`src/rtl/pst_pkg.sv`:
```
/*
 * Package for the second-mark pulse and sentence timing block: register map,
 * field layout, reset values, timing constants, types.
 * Assumes a 200 MHz pclk and an APB master with 32-bit data.
 */
package pst_pkg;
	// ************************************************************
	// timing
	// ************************************************************
	localparam int CLK_MHZ = 200;
	localparam int SECOND_MS = 1000;
	localparam int WIDTH_DEF_MS = 100;
	localparam int SYNC_LAT_MIN_MS = 465;
	localparam int SYNC_LAT_MAX_MS = 485;
	localparam int SYNC_LAT_MID_MS = (SYNC_LAT_MIN_MS + SYNC_LAT_MAX_MS) / 2;
	localparam int CYC_PER_MS = CLK_MHZ * 1000;
	localparam int UPD_MAX_HZ = 10;
	localparam int AUG_MAX_HZ = 5;
	localparam int SYNC_RATE_HZ = 1;
	localparam int BAUD_SYNC_MIN = 14400;
	localparam int BAUD_SYNC_MAX = 115200;
	localparam int BAUD_LOW_A = 9600;
	localparam int BAUD_LOW_B = 4800;
	// ************************************************************
	// register map (byte addresses)
	// ************************************************************
	localparam logic [7:0] OFS_CTRL = 8'h00;
	localparam logic [7:0] OFS_WIDTH = 8'h04;
	localparam logic [7:0] OFS_RATE = 8'h08;
	localparam logic [7:0] OFS_BAUD = 8'h0C;
	localparam logic [7:0] OFS_STATUS = 8'h10;
	localparam logic [7:0] OFS_SECONDS = 8'h14;
	// ctrl fields
	localparam int CTRL_POL = 0;
	localparam int CTRL_SYNC = 1;
	localparam int CTRL_AUG = 2;
	localparam int CTRL_ALL = 3;
	localparam logic [3:0] CTRL_RESET = 4'h0;
	localparam logic [3:0] RATE_RESET = 4'h1;
	localparam logic [17:0] BAUD_RESET = 18'h1C200;
	localparam logic [31:0] WIDTH_RESET = 32'h0131_2D00;
	// status fields
	localparam int ST_SYNC_OK = 0;
	localparam int ST_RMC_ONLY = 1;
	localparam int ST_AUG_ON = 2;
	localparam int ST_TX_BUSY = 3;

	typedef struct packed {
		logic pol_low;
		logic [3:0] rate_hz;
		logic [31:0] width_cyc;
	} pst_cfg_type;

	typedef struct packed {
		logic start;
		logic rmc_only;
	} pst_req_type;
endpackage : pst_pkg

```
`src/rtl/pst_top.sv`:
```
/*
 * Second-mark pulse generator with pulse-synced sentence start scheduler,
 * APB register slave and a small serial transmitter stub that frames one
 * start byte per sentence slot.
 * Assumes sentence content comes from elsewhere: tx_byte/tx_more inputs.
 */
// Design decisions made here: register access over APB and the register offsets.
`timescale 1ns/100ps
module pst_top #(
	parameter int SEC_CYC = pst_pkg::SECOND_MS * pst_pkg::CYC_PER_MS,
	parameter int LAT_CYC = pst_pkg::SYNC_LAT_MID_MS * pst_pkg::CYC_PER_MS,
	parameter int CLK_HZ = pst_pkg::CLK_MHZ * 1000000
) (
	input wire logic pclk,
	input wire logic presetn,
	input wire logic psel,
	input wire logic penable,
	input wire logic pwrite,
	input wire logic [7:0] paddr,
	input wire logic [31:0] pwdata,
	output logic [31:0] prdata,
	output logic pready,
	output logic pslverr,
	input wire logic [7:0] tx_byte,
	input wire logic tx_more,
	output logic tx_take,
	output logic second_mark_pulse,
	output logic sentence_serial_out,
	output logic rmc_only
);
	// ************************************************************
	// registers
	// ************************************************************
	logic [3:0] ctrl_reg, ctrl_next;
	logic [31:0] width_reg, width_next;
	logic [3:0] rate_reg, rate_next;
	logic [17:0] baud_reg, baud_next;
	logic [31:0] prdata_reg, prdata_next;
	logic pready_reg, pready_next, pslverr_reg, pslverr_next;
	pst_pkg::pst_cfg_type act_reg, act_next;
	logic [31:0] sec_cnt_reg, sec_cnt_next;
	logic [31:0] sub_cnt_reg, sub_cnt_next;
	logic [31:0] seconds_reg, seconds_next;
	logic mark_reg, mark_next;
	logic sched_reg, sched_next;
	logic [31:0] lat_reg, lat_next;
	logic req_reg, req_next, rmc_reg, rmc_next;
	logic [31:0] bdiv_reg, bdiv_next;
	logic [3:0] bit_reg, bit_next;
	logic [9:0] shf_reg, shf_next;
	logic busy_reg, busy_next, take_reg, take_next;
	logic txo_reg, txo_next;
	logic wr, rd, sync_ok, low_baud, aug_ok, sec_end, slot_end;
	logic [31:0] slot_len, bit_len, slot_new;

	// ************************************************************
	// apb slave, zero wait states
	// ************************************************************
	// read data and error are decoded in setup so they stand through the access cycle
	assign rd = psel && !penable;
	// a write lands only on the access edge that completes the transfer
	assign wr = psel && penable && pwrite && pready_reg;
	always_comb begin
		ctrl_next = ctrl_reg;
		width_next = width_reg;
		rate_next = rate_reg;
		baud_next = baud_reg;
		prdata_next = prdata_reg;
		pready_next = rd;
		pslverr_next = 1'b0;
		if (rd) begin
			case (paddr)
				pst_pkg::OFS_CTRL: prdata_next = {28'h0000000, ctrl_reg};
				pst_pkg::OFS_WIDTH: prdata_next = width_reg;
				pst_pkg::OFS_RATE: prdata_next = {28'h0000000, rate_reg};
				pst_pkg::OFS_BAUD: prdata_next = {14'h0000, baud_reg};
				pst_pkg::OFS_STATUS: prdata_next = {28'h0000000, busy_reg, aug_ok, low_baud, sync_ok};
				pst_pkg::OFS_SECONDS: prdata_next = seconds_reg;
				default: begin
					prdata_next = 32'h00000000;
					pslverr_next = 1'b1; // unmapped address
				end
			endcase
		end
		if (wr) begin
			case (paddr)
				pst_pkg::OFS_CTRL: ctrl_next = pwdata[3:0];
				pst_pkg::OFS_WIDTH: width_next = pwdata;
				pst_pkg::OFS_RATE: begin
					// clamp to the top rate
					if (pwdata[3:0] > 4'(pst_pkg::UPD_MAX_HZ) || pwdata[31:4] != 28'h0000000) begin
						rate_next = 4'(pst_pkg::UPD_MAX_HZ);
					end else if (pwdata[3:0] == 4'h0) begin
						rate_next = 4'h1;
					end else begin
						rate_next = pwdata[3:0];
					end
				end
				pst_pkg::OFS_BAUD: baud_next = pwdata[17:0];
				default: ; // unmapped write is dropped
			endcase
		end
	end

	// ************************************************************
	// feature qualifiers
	// ************************************************************
	assign sync_ok = ctrl_reg[pst_pkg::CTRL_SYNC] && act_reg.rate_hz == 4'(pst_pkg::SYNC_RATE_HZ)
		&& ((baud_reg >= 18'(pst_pkg::BAUD_SYNC_MIN) && baud_reg <= 18'(pst_pkg::BAUD_SYNC_MAX))
		|| low_baud);
	assign low_baud = baud_reg == 18'(pst_pkg::BAUD_LOW_A) || baud_reg == 18'(pst_pkg::BAUD_LOW_B);
	assign aug_ok = ctrl_reg[pst_pkg::CTRL_AUG] && rate_reg <= 4'(pst_pkg::AUG_MAX_HZ);

	// ************************************************************
	// second counter and pulse
	// ************************************************************
	assign sec_end = sec_cnt_reg == 32'(SEC_CYC - 1);
	assign slot_len = 32'(SEC_CYC) / {28'h0000000, act_reg.rate_hz};
	assign slot_end = sub_cnt_reg >= slot_len - 32'h1;
	// width is judged against the slot of the rate about to be latched, not the old one
	assign slot_new = 32'(SEC_CYC) / {28'h0000000, rate_reg};
	always_comb begin
		act_next = act_reg;
		sec_cnt_next = sec_end ? 32'h0 : sec_cnt_reg + 32'h1;
		seconds_next = sec_end ? seconds_reg + 32'h1 : seconds_reg;
		sub_cnt_next = (sec_end || slot_end) ? 32'h0 : sub_cnt_reg + 32'h1;
		if (sec_end) begin
			// latch config only here so no pulse is cut short
			act_next.pol_low = ctrl_reg[pst_pkg::CTRL_POL];
			act_next.rate_hz = rate_reg;
			act_next.width_cyc = (width_reg < slot_new && width_reg != 32'h0) ? width_reg : slot_new >> 1;
		end
		// active while inside the width of the current slot
		mark_next = (sub_cnt_next < act_next.width_cyc) ^ act_next.pol_low;
	end

	// ************************************************************
	// sentence scheduler: fixed latency after the mark's leading edge at the second boundary
	// ************************************************************
	always_comb begin
		sched_next = sched_reg;
		lat_next = lat_reg;
		req_next = 1'b0;
		rmc_next = rmc_reg;
		if (sec_end && sync_ok) begin
			sched_next = 1'b1;
			lat_next = 32'h0;
		end else if (sched_reg) begin
			lat_next = lat_reg + 32'h1;
			if (lat_reg == 32'(LAT_CYC - 1)) begin
				sched_next = 1'b0;
				req_next = 1'b1;
				rmc_next = low_baud;
			end
		end else if (!ctrl_reg[pst_pkg::CTRL_SYNC] && slot_end) begin
			req_next = 1'b1; // free running: once per update slot
			rmc_next = 1'b0;
		end
	end

	// ************************************************************
	// serial transmitter, 8N1, idle high
	// ************************************************************
	assign bit_len = 32'(CLK_HZ) / {14'h0000, (baud_reg == 18'h0 ? 18'h1 : baud_reg)};
	always_comb begin
		bdiv_next = bdiv_reg;
		bit_next = bit_reg;
		shf_next = shf_reg;
		busy_next = busy_reg;
		take_next = 1'b0;
		txo_next = txo_reg;
		if (!busy_reg) begin
			txo_next = 1'b1;
			if (req_reg || (tx_more && take_reg == 1'b0 && bit_reg == 4'hF)) begin
				shf_next = {1'b1, tx_byte, 1'b0};
				busy_next = 1'b1;
				take_next = 1'b1;
				bdiv_next = 32'h0;
				bit_next = 4'h0;
			end else begin
				bit_next = 4'h0;
			end
		end else begin
			txo_next = shf_reg[0];
			if (bdiv_reg >= bit_len - 32'h1) begin
				bdiv_next = 32'h0;
				shf_next = {1'b1, shf_reg[9:1]};
				bit_next = bit_reg + 4'h1;
				if (bit_reg == 4'h9) begin
					busy_next = 1'b0;
					bit_next = tx_more ? 4'hF : 4'h0; // chain bytes of one batch
				end
			end else begin
				bdiv_next = bdiv_reg + 32'h1;
			end
		end
	end

	// ************************************************************
	// state registers
	// ************************************************************
	always_ff @(posedge pclk or negedge presetn) begin
		if (!presetn) begin
			ctrl_reg <= pst_pkg::CTRL_RESET;
			width_reg <= pst_pkg::WIDTH_RESET;
			rate_reg <= pst_pkg::RATE_RESET;
			baud_reg <= pst_pkg::BAUD_RESET;
			prdata_reg <= 32'h00000000;
			pready_reg <= 1'b0;
			pslverr_reg <= 1'b0;
			act_reg <= '{pol_low: 1'b0, rate_hz: pst_pkg::RATE_RESET, width_cyc: pst_pkg::WIDTH_RESET};
			sec_cnt_reg <= 32'h0;
			sub_cnt_reg <= 32'h0;
			seconds_reg <= 32'h0;
			mark_reg <= 1'b0;
			sched_reg <= 1'b0;
			lat_reg <= 32'h0;
			req_reg <= 1'b0;
			rmc_reg <= 1'b0;
			bdiv_reg <= 32'h0;
			bit_reg <= 4'h0;
			shf_reg <= 10'h3FF;
			busy_reg <= 1'b0;
			take_reg <= 1'b0;
			txo_reg <= 1'b1;
		end else begin
			ctrl_reg <= ctrl_next;
			width_reg <= width_next;
			rate_reg <= rate_next;
			baud_reg <= baud_next;
			prdata_reg <= prdata_next;
			pready_reg <= pready_next;
			pslverr_reg <= pslverr_next;
			act_reg <= act_next;
			sec_cnt_reg <= sec_cnt_next;
			sub_cnt_reg <= sub_cnt_next;
			seconds_reg <= seconds_next;
			mark_reg <= mark_next;
			sched_reg <= sched_next;
			lat_reg <= lat_next;
			req_reg <= req_next;
			rmc_reg <= rmc_next;
			bdiv_reg <= bdiv_next;
			bit_reg <= bit_next;
			shf_reg <= shf_next;
			busy_reg <= busy_next;
			take_reg <= take_next;
			txo_reg <= txo_next;
		end
	end
	assign prdata = prdata_reg;
	assign pready = pready_reg;
	assign pslverr = pslverr_reg;
	assign second_mark_pulse = mark_reg;
	assign sentence_serial_out = txo_reg;
	assign tx_take = take_reg;
	assign rmc_only = rmc_reg;

	// ************************************************************
	// assertions
	// ************************************************************
	property p_rise_on_boundary;
		@(posedge pclk) disable iff (!presetn)
		(!act_reg.pol_low && $past(act_reg.pol_low) == 1'b0 && $rose(mark_reg))
			|-> $past(sec_end || slot_end || sub_cnt_reg == 32'h0);
	endproperty
	a_rise_on_boundary: assert property (p_rise_on_boundary) else $error("pulse rose off a slot boundary");
	property p_sync_req;
		@(posedge pclk) disable iff (!presetn)
		req_reg && sched_reg == 1'b0 && $past(sched_reg) |-> $past(lat_reg) == 32'(LAT_CYC - 1);
	endproperty
	a_sync_req: assert property (p_sync_req) else $error("synced start at wrong latency");
	property p_rate_max;
		@(posedge pclk) disable iff (!presetn) rate_reg <= 4'(pst_pkg::UPD_MAX_HZ) && rate_reg != 4'h0;
	endproperty
	a_rate_max: assert property (p_rate_max) else $error("update rate out of range");
	property p_aug;
		@(posedge pclk) disable iff (!presetn) rate_reg > 4'(pst_pkg::AUG_MAX_HZ) |-> !aug_ok;
	endproperty
	a_aug: assert property (p_aug) else $error("augmentation on above limit");
	property p_cfg_hold;
		@(posedge pclk) disable iff (!presetn) !$past(sec_end) |-> $stable(act_reg);
	endproperty
	a_cfg_hold: assert property (p_cfg_hold) else $error("config changed mid second");
	property p_idle_high;
		@(posedge pclk) disable iff (!presetn) $past(!busy_reg, 2) && $past(!busy_reg) |-> txo_reg;
	endproperty
	a_idle_high: assert property (p_idle_high) else $error("line not idle high");
endmodule : pst_top

```
`config.mk`:
```
export PLATFORM = sky130hd
export DESIGN_NAME = pst_top
export DESIGN_NICKNAME = d
export VERILOG_FILES = /design/src/rtl/pst_pkg.sv /design/src/rtl/pst_top.sv
export SDC_FILE = /design/constraint.sdc
export NUM_CORES = 2
export LEC_CHECK = 0
export BUFFER_PORTS_ARGS = -buffer_cell sky130_fd_sc_hd__buf_4
export CORE_MARGIN = 4
export CORE_UTILIZATION = 45
export CTS_CLUSTER_SIZE = 12
export DETAILED_ROUTE_END_ITERATION = 10
export HOLD_SLACK_MARGIN = 0.12
export SLEW_MARGIN = 20
export SYNTH_ARGS = -nofsm -noshare
export SYNTH_HDL_FRONTEND = slang
export SYNTH_SLANG_ARGS = --single-unit
```
`constraint.sdc`:
```
create_clock -name pclk -period 145.5 [get_ports pclk]
set_input_delay 21.825 -clock pclk [delete_from_list [all_inputs] [get_ports pclk]]
set_output_delay 21.825 -clock pclk [all_outputs]
set_load 0.005 [all_outputs]
```
==> impl_metrics.py <==
metrics = {
    "sta": {
        "slew_violations": 0,
        "hold_viol": 0,
        "fin_hold_ws_ns": 0.472,
        "min_period_ns": 111.45,
        "rsz0062_at_grt": "false",
        "setup_tns_ns": 0,
        "maxSlewHeadroom_pct": 21.4,
        "period_share_pct": 76.6,
        "timing.final.ws_setup_ns": 34.05,
        "setup_viol": 0,
        "maxClockFrequency_ghz": 0.00897,
        "worst-slew-pin-transition_ns": 1.15,
        "finClkSkew_ns": 0.0221,
    },
    "synth": {
        "synth_most_common_cell": "nor2_1",
        "yosysSeqAreaShare_pct": 9.44,
        "synthCells": 11486,
        "async_flop_share_pct": 100,
        "synth_seq_cells": 309,
        "avgSynthCellArea_um2": 7.17,
        "synth_top_area_cell": "ha_1",
        "synth_common_cells": "nor2_1, nand2_1, o21ai_0, ha_1, a21oi_1",
        "syn_area_um2": 82300,
        "syn_nets": 12249,
        "synth_cell_types": 179,
        "synth_flop_cell": "dfrtp_1",
        "netlist_top_cells_area": "ha_1, dfrtp_1, xnor2_1",
        "synth-edff-count": 0,
        "yosys.area.top_type_share_pct": 10.8,
        "yosysWarnings": 0,
    },
    "grt": {
        "grt_start_max_net_pins": 168,
        "grt_pass1_vias": 82281,
        "grt_overflow": 0,
        "grt_pass1_wl_um": 444000,
        "grt_use_total_pct": 27.6,
        "antenna_found_initial": 11,
    },
    "floorplanning": {
        "die_y_um": 436,
        "fp.dieW_um": 436,
        "initial_utilization_pct": 45.4,
        "dieArea_um2": 190000,
        "ios": 92,
        "fp.coreArea_um2": 181000,
        "rows": 156,
    },
    "worst_setup_path": {
        "crit_type": "reg2reg",
        "cp.arrival_ns": 111.93,
        "r2r_slack_ns": 34.05,
        "critPathRequiredTime_ns": 145.98,
        "r2r-start": "baud_reg[5]",
        "r2r-end": "shf_reg[7]",
        "r2r_cells": 588,
        "crit_start": "baud_reg[5]",
        "slowest_stage": "nor3_2",
        "max_stage_delay_ns": 0.77,
        "end_kind": "flop",
        "timing.critical_path.to": "shf_reg[7]",
        "crit_fanout": 44,
        "cpMostUsedCell": "o21ai_0",
        "startpoint_type": "flop",
    },
    "place": {
        "dp_slack_ns": 35.64,
        "gp_congestion": 0.971,
        "place_area_um2": 85000,
        "post-dp-hpwl_um": 222000,
        "io_buffers": 91,
    },
    "layout": {
        "syn_to_final_growth_pct": 4.60,
        "post-route-cell-area_um2": 86100,
        "fillCellCount": 18344,
        "fin_nets": 12083,
        "drive_above_1_share_pct": 8.63,
        "largest_reg_flops": 37,
    },
    "drt": {
        "route.detailed.wl_per_inst_um": 20.3,
        "viasPerCell": 6.43,
        "drc_errors": 0,
        "ant_nets": 0,
        "drtIter0Drc": 7146,
        "routed_wl_um": 279000,
        "vias": 88246,
        "drtPass1Iterations": 6,
    },
    "clock_network": {
        "cts_hold_buf": 0,
        "cts_setup_buffers": 0,
        "cts_sinks": 309,
        "clk_path_buf_depth": 3,
        "clk_pin_slew_worst_paths_ns": 0.06,
        "cts_resized": 0,
        "numCtsBuffers": 34,
        "root_buffer": "clkbuf_16",
        "cts_tree": "done",
        "clk_latency_ns": 0.58,
        "htree_levels": 2,
    },
    "power_and_ir_drop": {
        "powerDensity_nw_per_um2": 10.7,
        "power.leakage_nw": 36.8,
        "ir_drop_mv": 0.0319,
    },
    "hold_path": {
        "hp-start": "sec_cnt_reg[8]",
        "hold_path_class": "reg2reg",
    },
    "status": {
        "status": "finished, final reports clean",
    },
    "job": {
        "maxCapViolations": 0,
    },
}
## cell usage in the layout (no fill, tap or decap), drive strengths merged, types with 43 or more instances in the layout
cell type / netlist / layout
o21a: 167 / 167
nor3: 363 / 363
inv: 481 / 482
a21oi: 666 / 666
o21ai: 816 / 816
mux2: 241 / 241
nand2b: 341 / 341
buf: 174 / 208
mux2i: 164 / 164
nor4: 181 / 181
a211oi: 131 / 131
and4: 59 / 59
a21boi: 82 / 82
a311oi: 70 / 70
or2: 82 / 82
nand3: 422 / 422
a21o: 296 / 296
xnor2: 556 / 556
a31oi: 192 / 192
o21bai: 51 / 51
nand2: 941 / 941
o31a: 51 / 51
clkbuf: 233 / 50
dfrtp: 277 / 277
ha: 709 / 709
and2: 196 / 196
o31ai: 171 / 171
o211ai: 94 / 94
o2111ai: 45 / 45
nand4: 222 / 222
and3: 208 / 208
nor4b: 43 / 43
xor2: 336 / 336
or3: 149 / 149
nor2b: 166 / 166
or4: 45 / 45
a2111oi: 68 / 68
nor2: 1149 / 1149
## stage by stage
step,power [mW],util (%),instances
floorplan,0.665,-,11486
detailed placement,0.814,46.9,13654
global placement,0.806,46.9,13654
finish,0.919,47.5,13719
CTS,0.908,47.5,13713
global route,0.995,47.5,13718
## worst min-delay path by stage
| stage | end | slack (ns) | depth (start not counted) |
|---|---|---|---|
| final | sec_cnt_reg[8] | 0.47 | 1 |
| after global routing | sec_cnt_reg[8] | 0.48 | 1 |
| after CTS | act_reg[0] | 0.47 | 2 |
| after detailed placement | act_reg[0] | 0.45 | 2 |
| after global placement | act_reg[0] | 0.45 | 2 |
| after floorplan | act_reg[0] | 0.43 | 2 |
## cell families (layout without fill, tap and decap cells)
family / Yosys count / after routing / share of synthesized area, %
AND/OR/NAND/NOR: 4756 / 4756 / 30.3
AO/OA/AOI/OAI: 3508 / 3508 / 29.6
buffers and inverters: 897 / 754 / 4.67
XOR/XNOR: 894 / 894 / 9.69
adder cells (fa/ha/maj): 712 / 712 / 10.8
multiplexers: 408 / 408 / 5.43
flip-flops: 309 / 309 / 9.44
other: 2 / 8 / 0.00912
## layer usage
metal	vias up	global-route usage (%)	share of wire (%)
li1	42921	-	-
met2	2739	46.0	46
met5	-	0	0
met4	0	10.5	4.1
met1	42142	37.3	45
met3	444	1.82	5.0
## report_power, final
part | internal (mW) | total, mW | switching [mW]
combinational | 0.254 | 0.743 | 0.489
sequential | 0.0861 | 0.0863 | 0.000235
clock | 0.0502 | 0.0894 | 0.0392
total | 0.390 | 0.919 | 0.528
## cell type report
| cell class | instances | area [um^2] | area share, % |
|---|---|---|---|
| Clock buffer | 50 | 972 | 1.13 |
| Inverter | 487 | 1840 | 2.14 |
| Multi-Input combinational cell | 10280 | 70800 | 82.3 |
| Antenna cell | 6 | 15.0 | 0.0174 |
| Tap cell | 2370 | 2970 | 3.44 |
| Clock inverter | 9 | 116 | 0.135 |
| Timing Repair Buffer | 208 | 1580 | 1.84 |
| Sequential cell | 309 | 7770 | 9.03 |
## critical path: cells and delay by family (launching register included)
kind / cells / cell delay [ns]
AOI/OAI and AO/OA: 381 / 69.53
adders and majority gates: 31 / 10.06
buffers and inverters: 21 / 5.63
DFF: 1 / 0.42
muxes: 8 / 2.14
and+or+nand+nor: 147 / 23.28
Note: power is estimated with default switching activity, not from simulation.
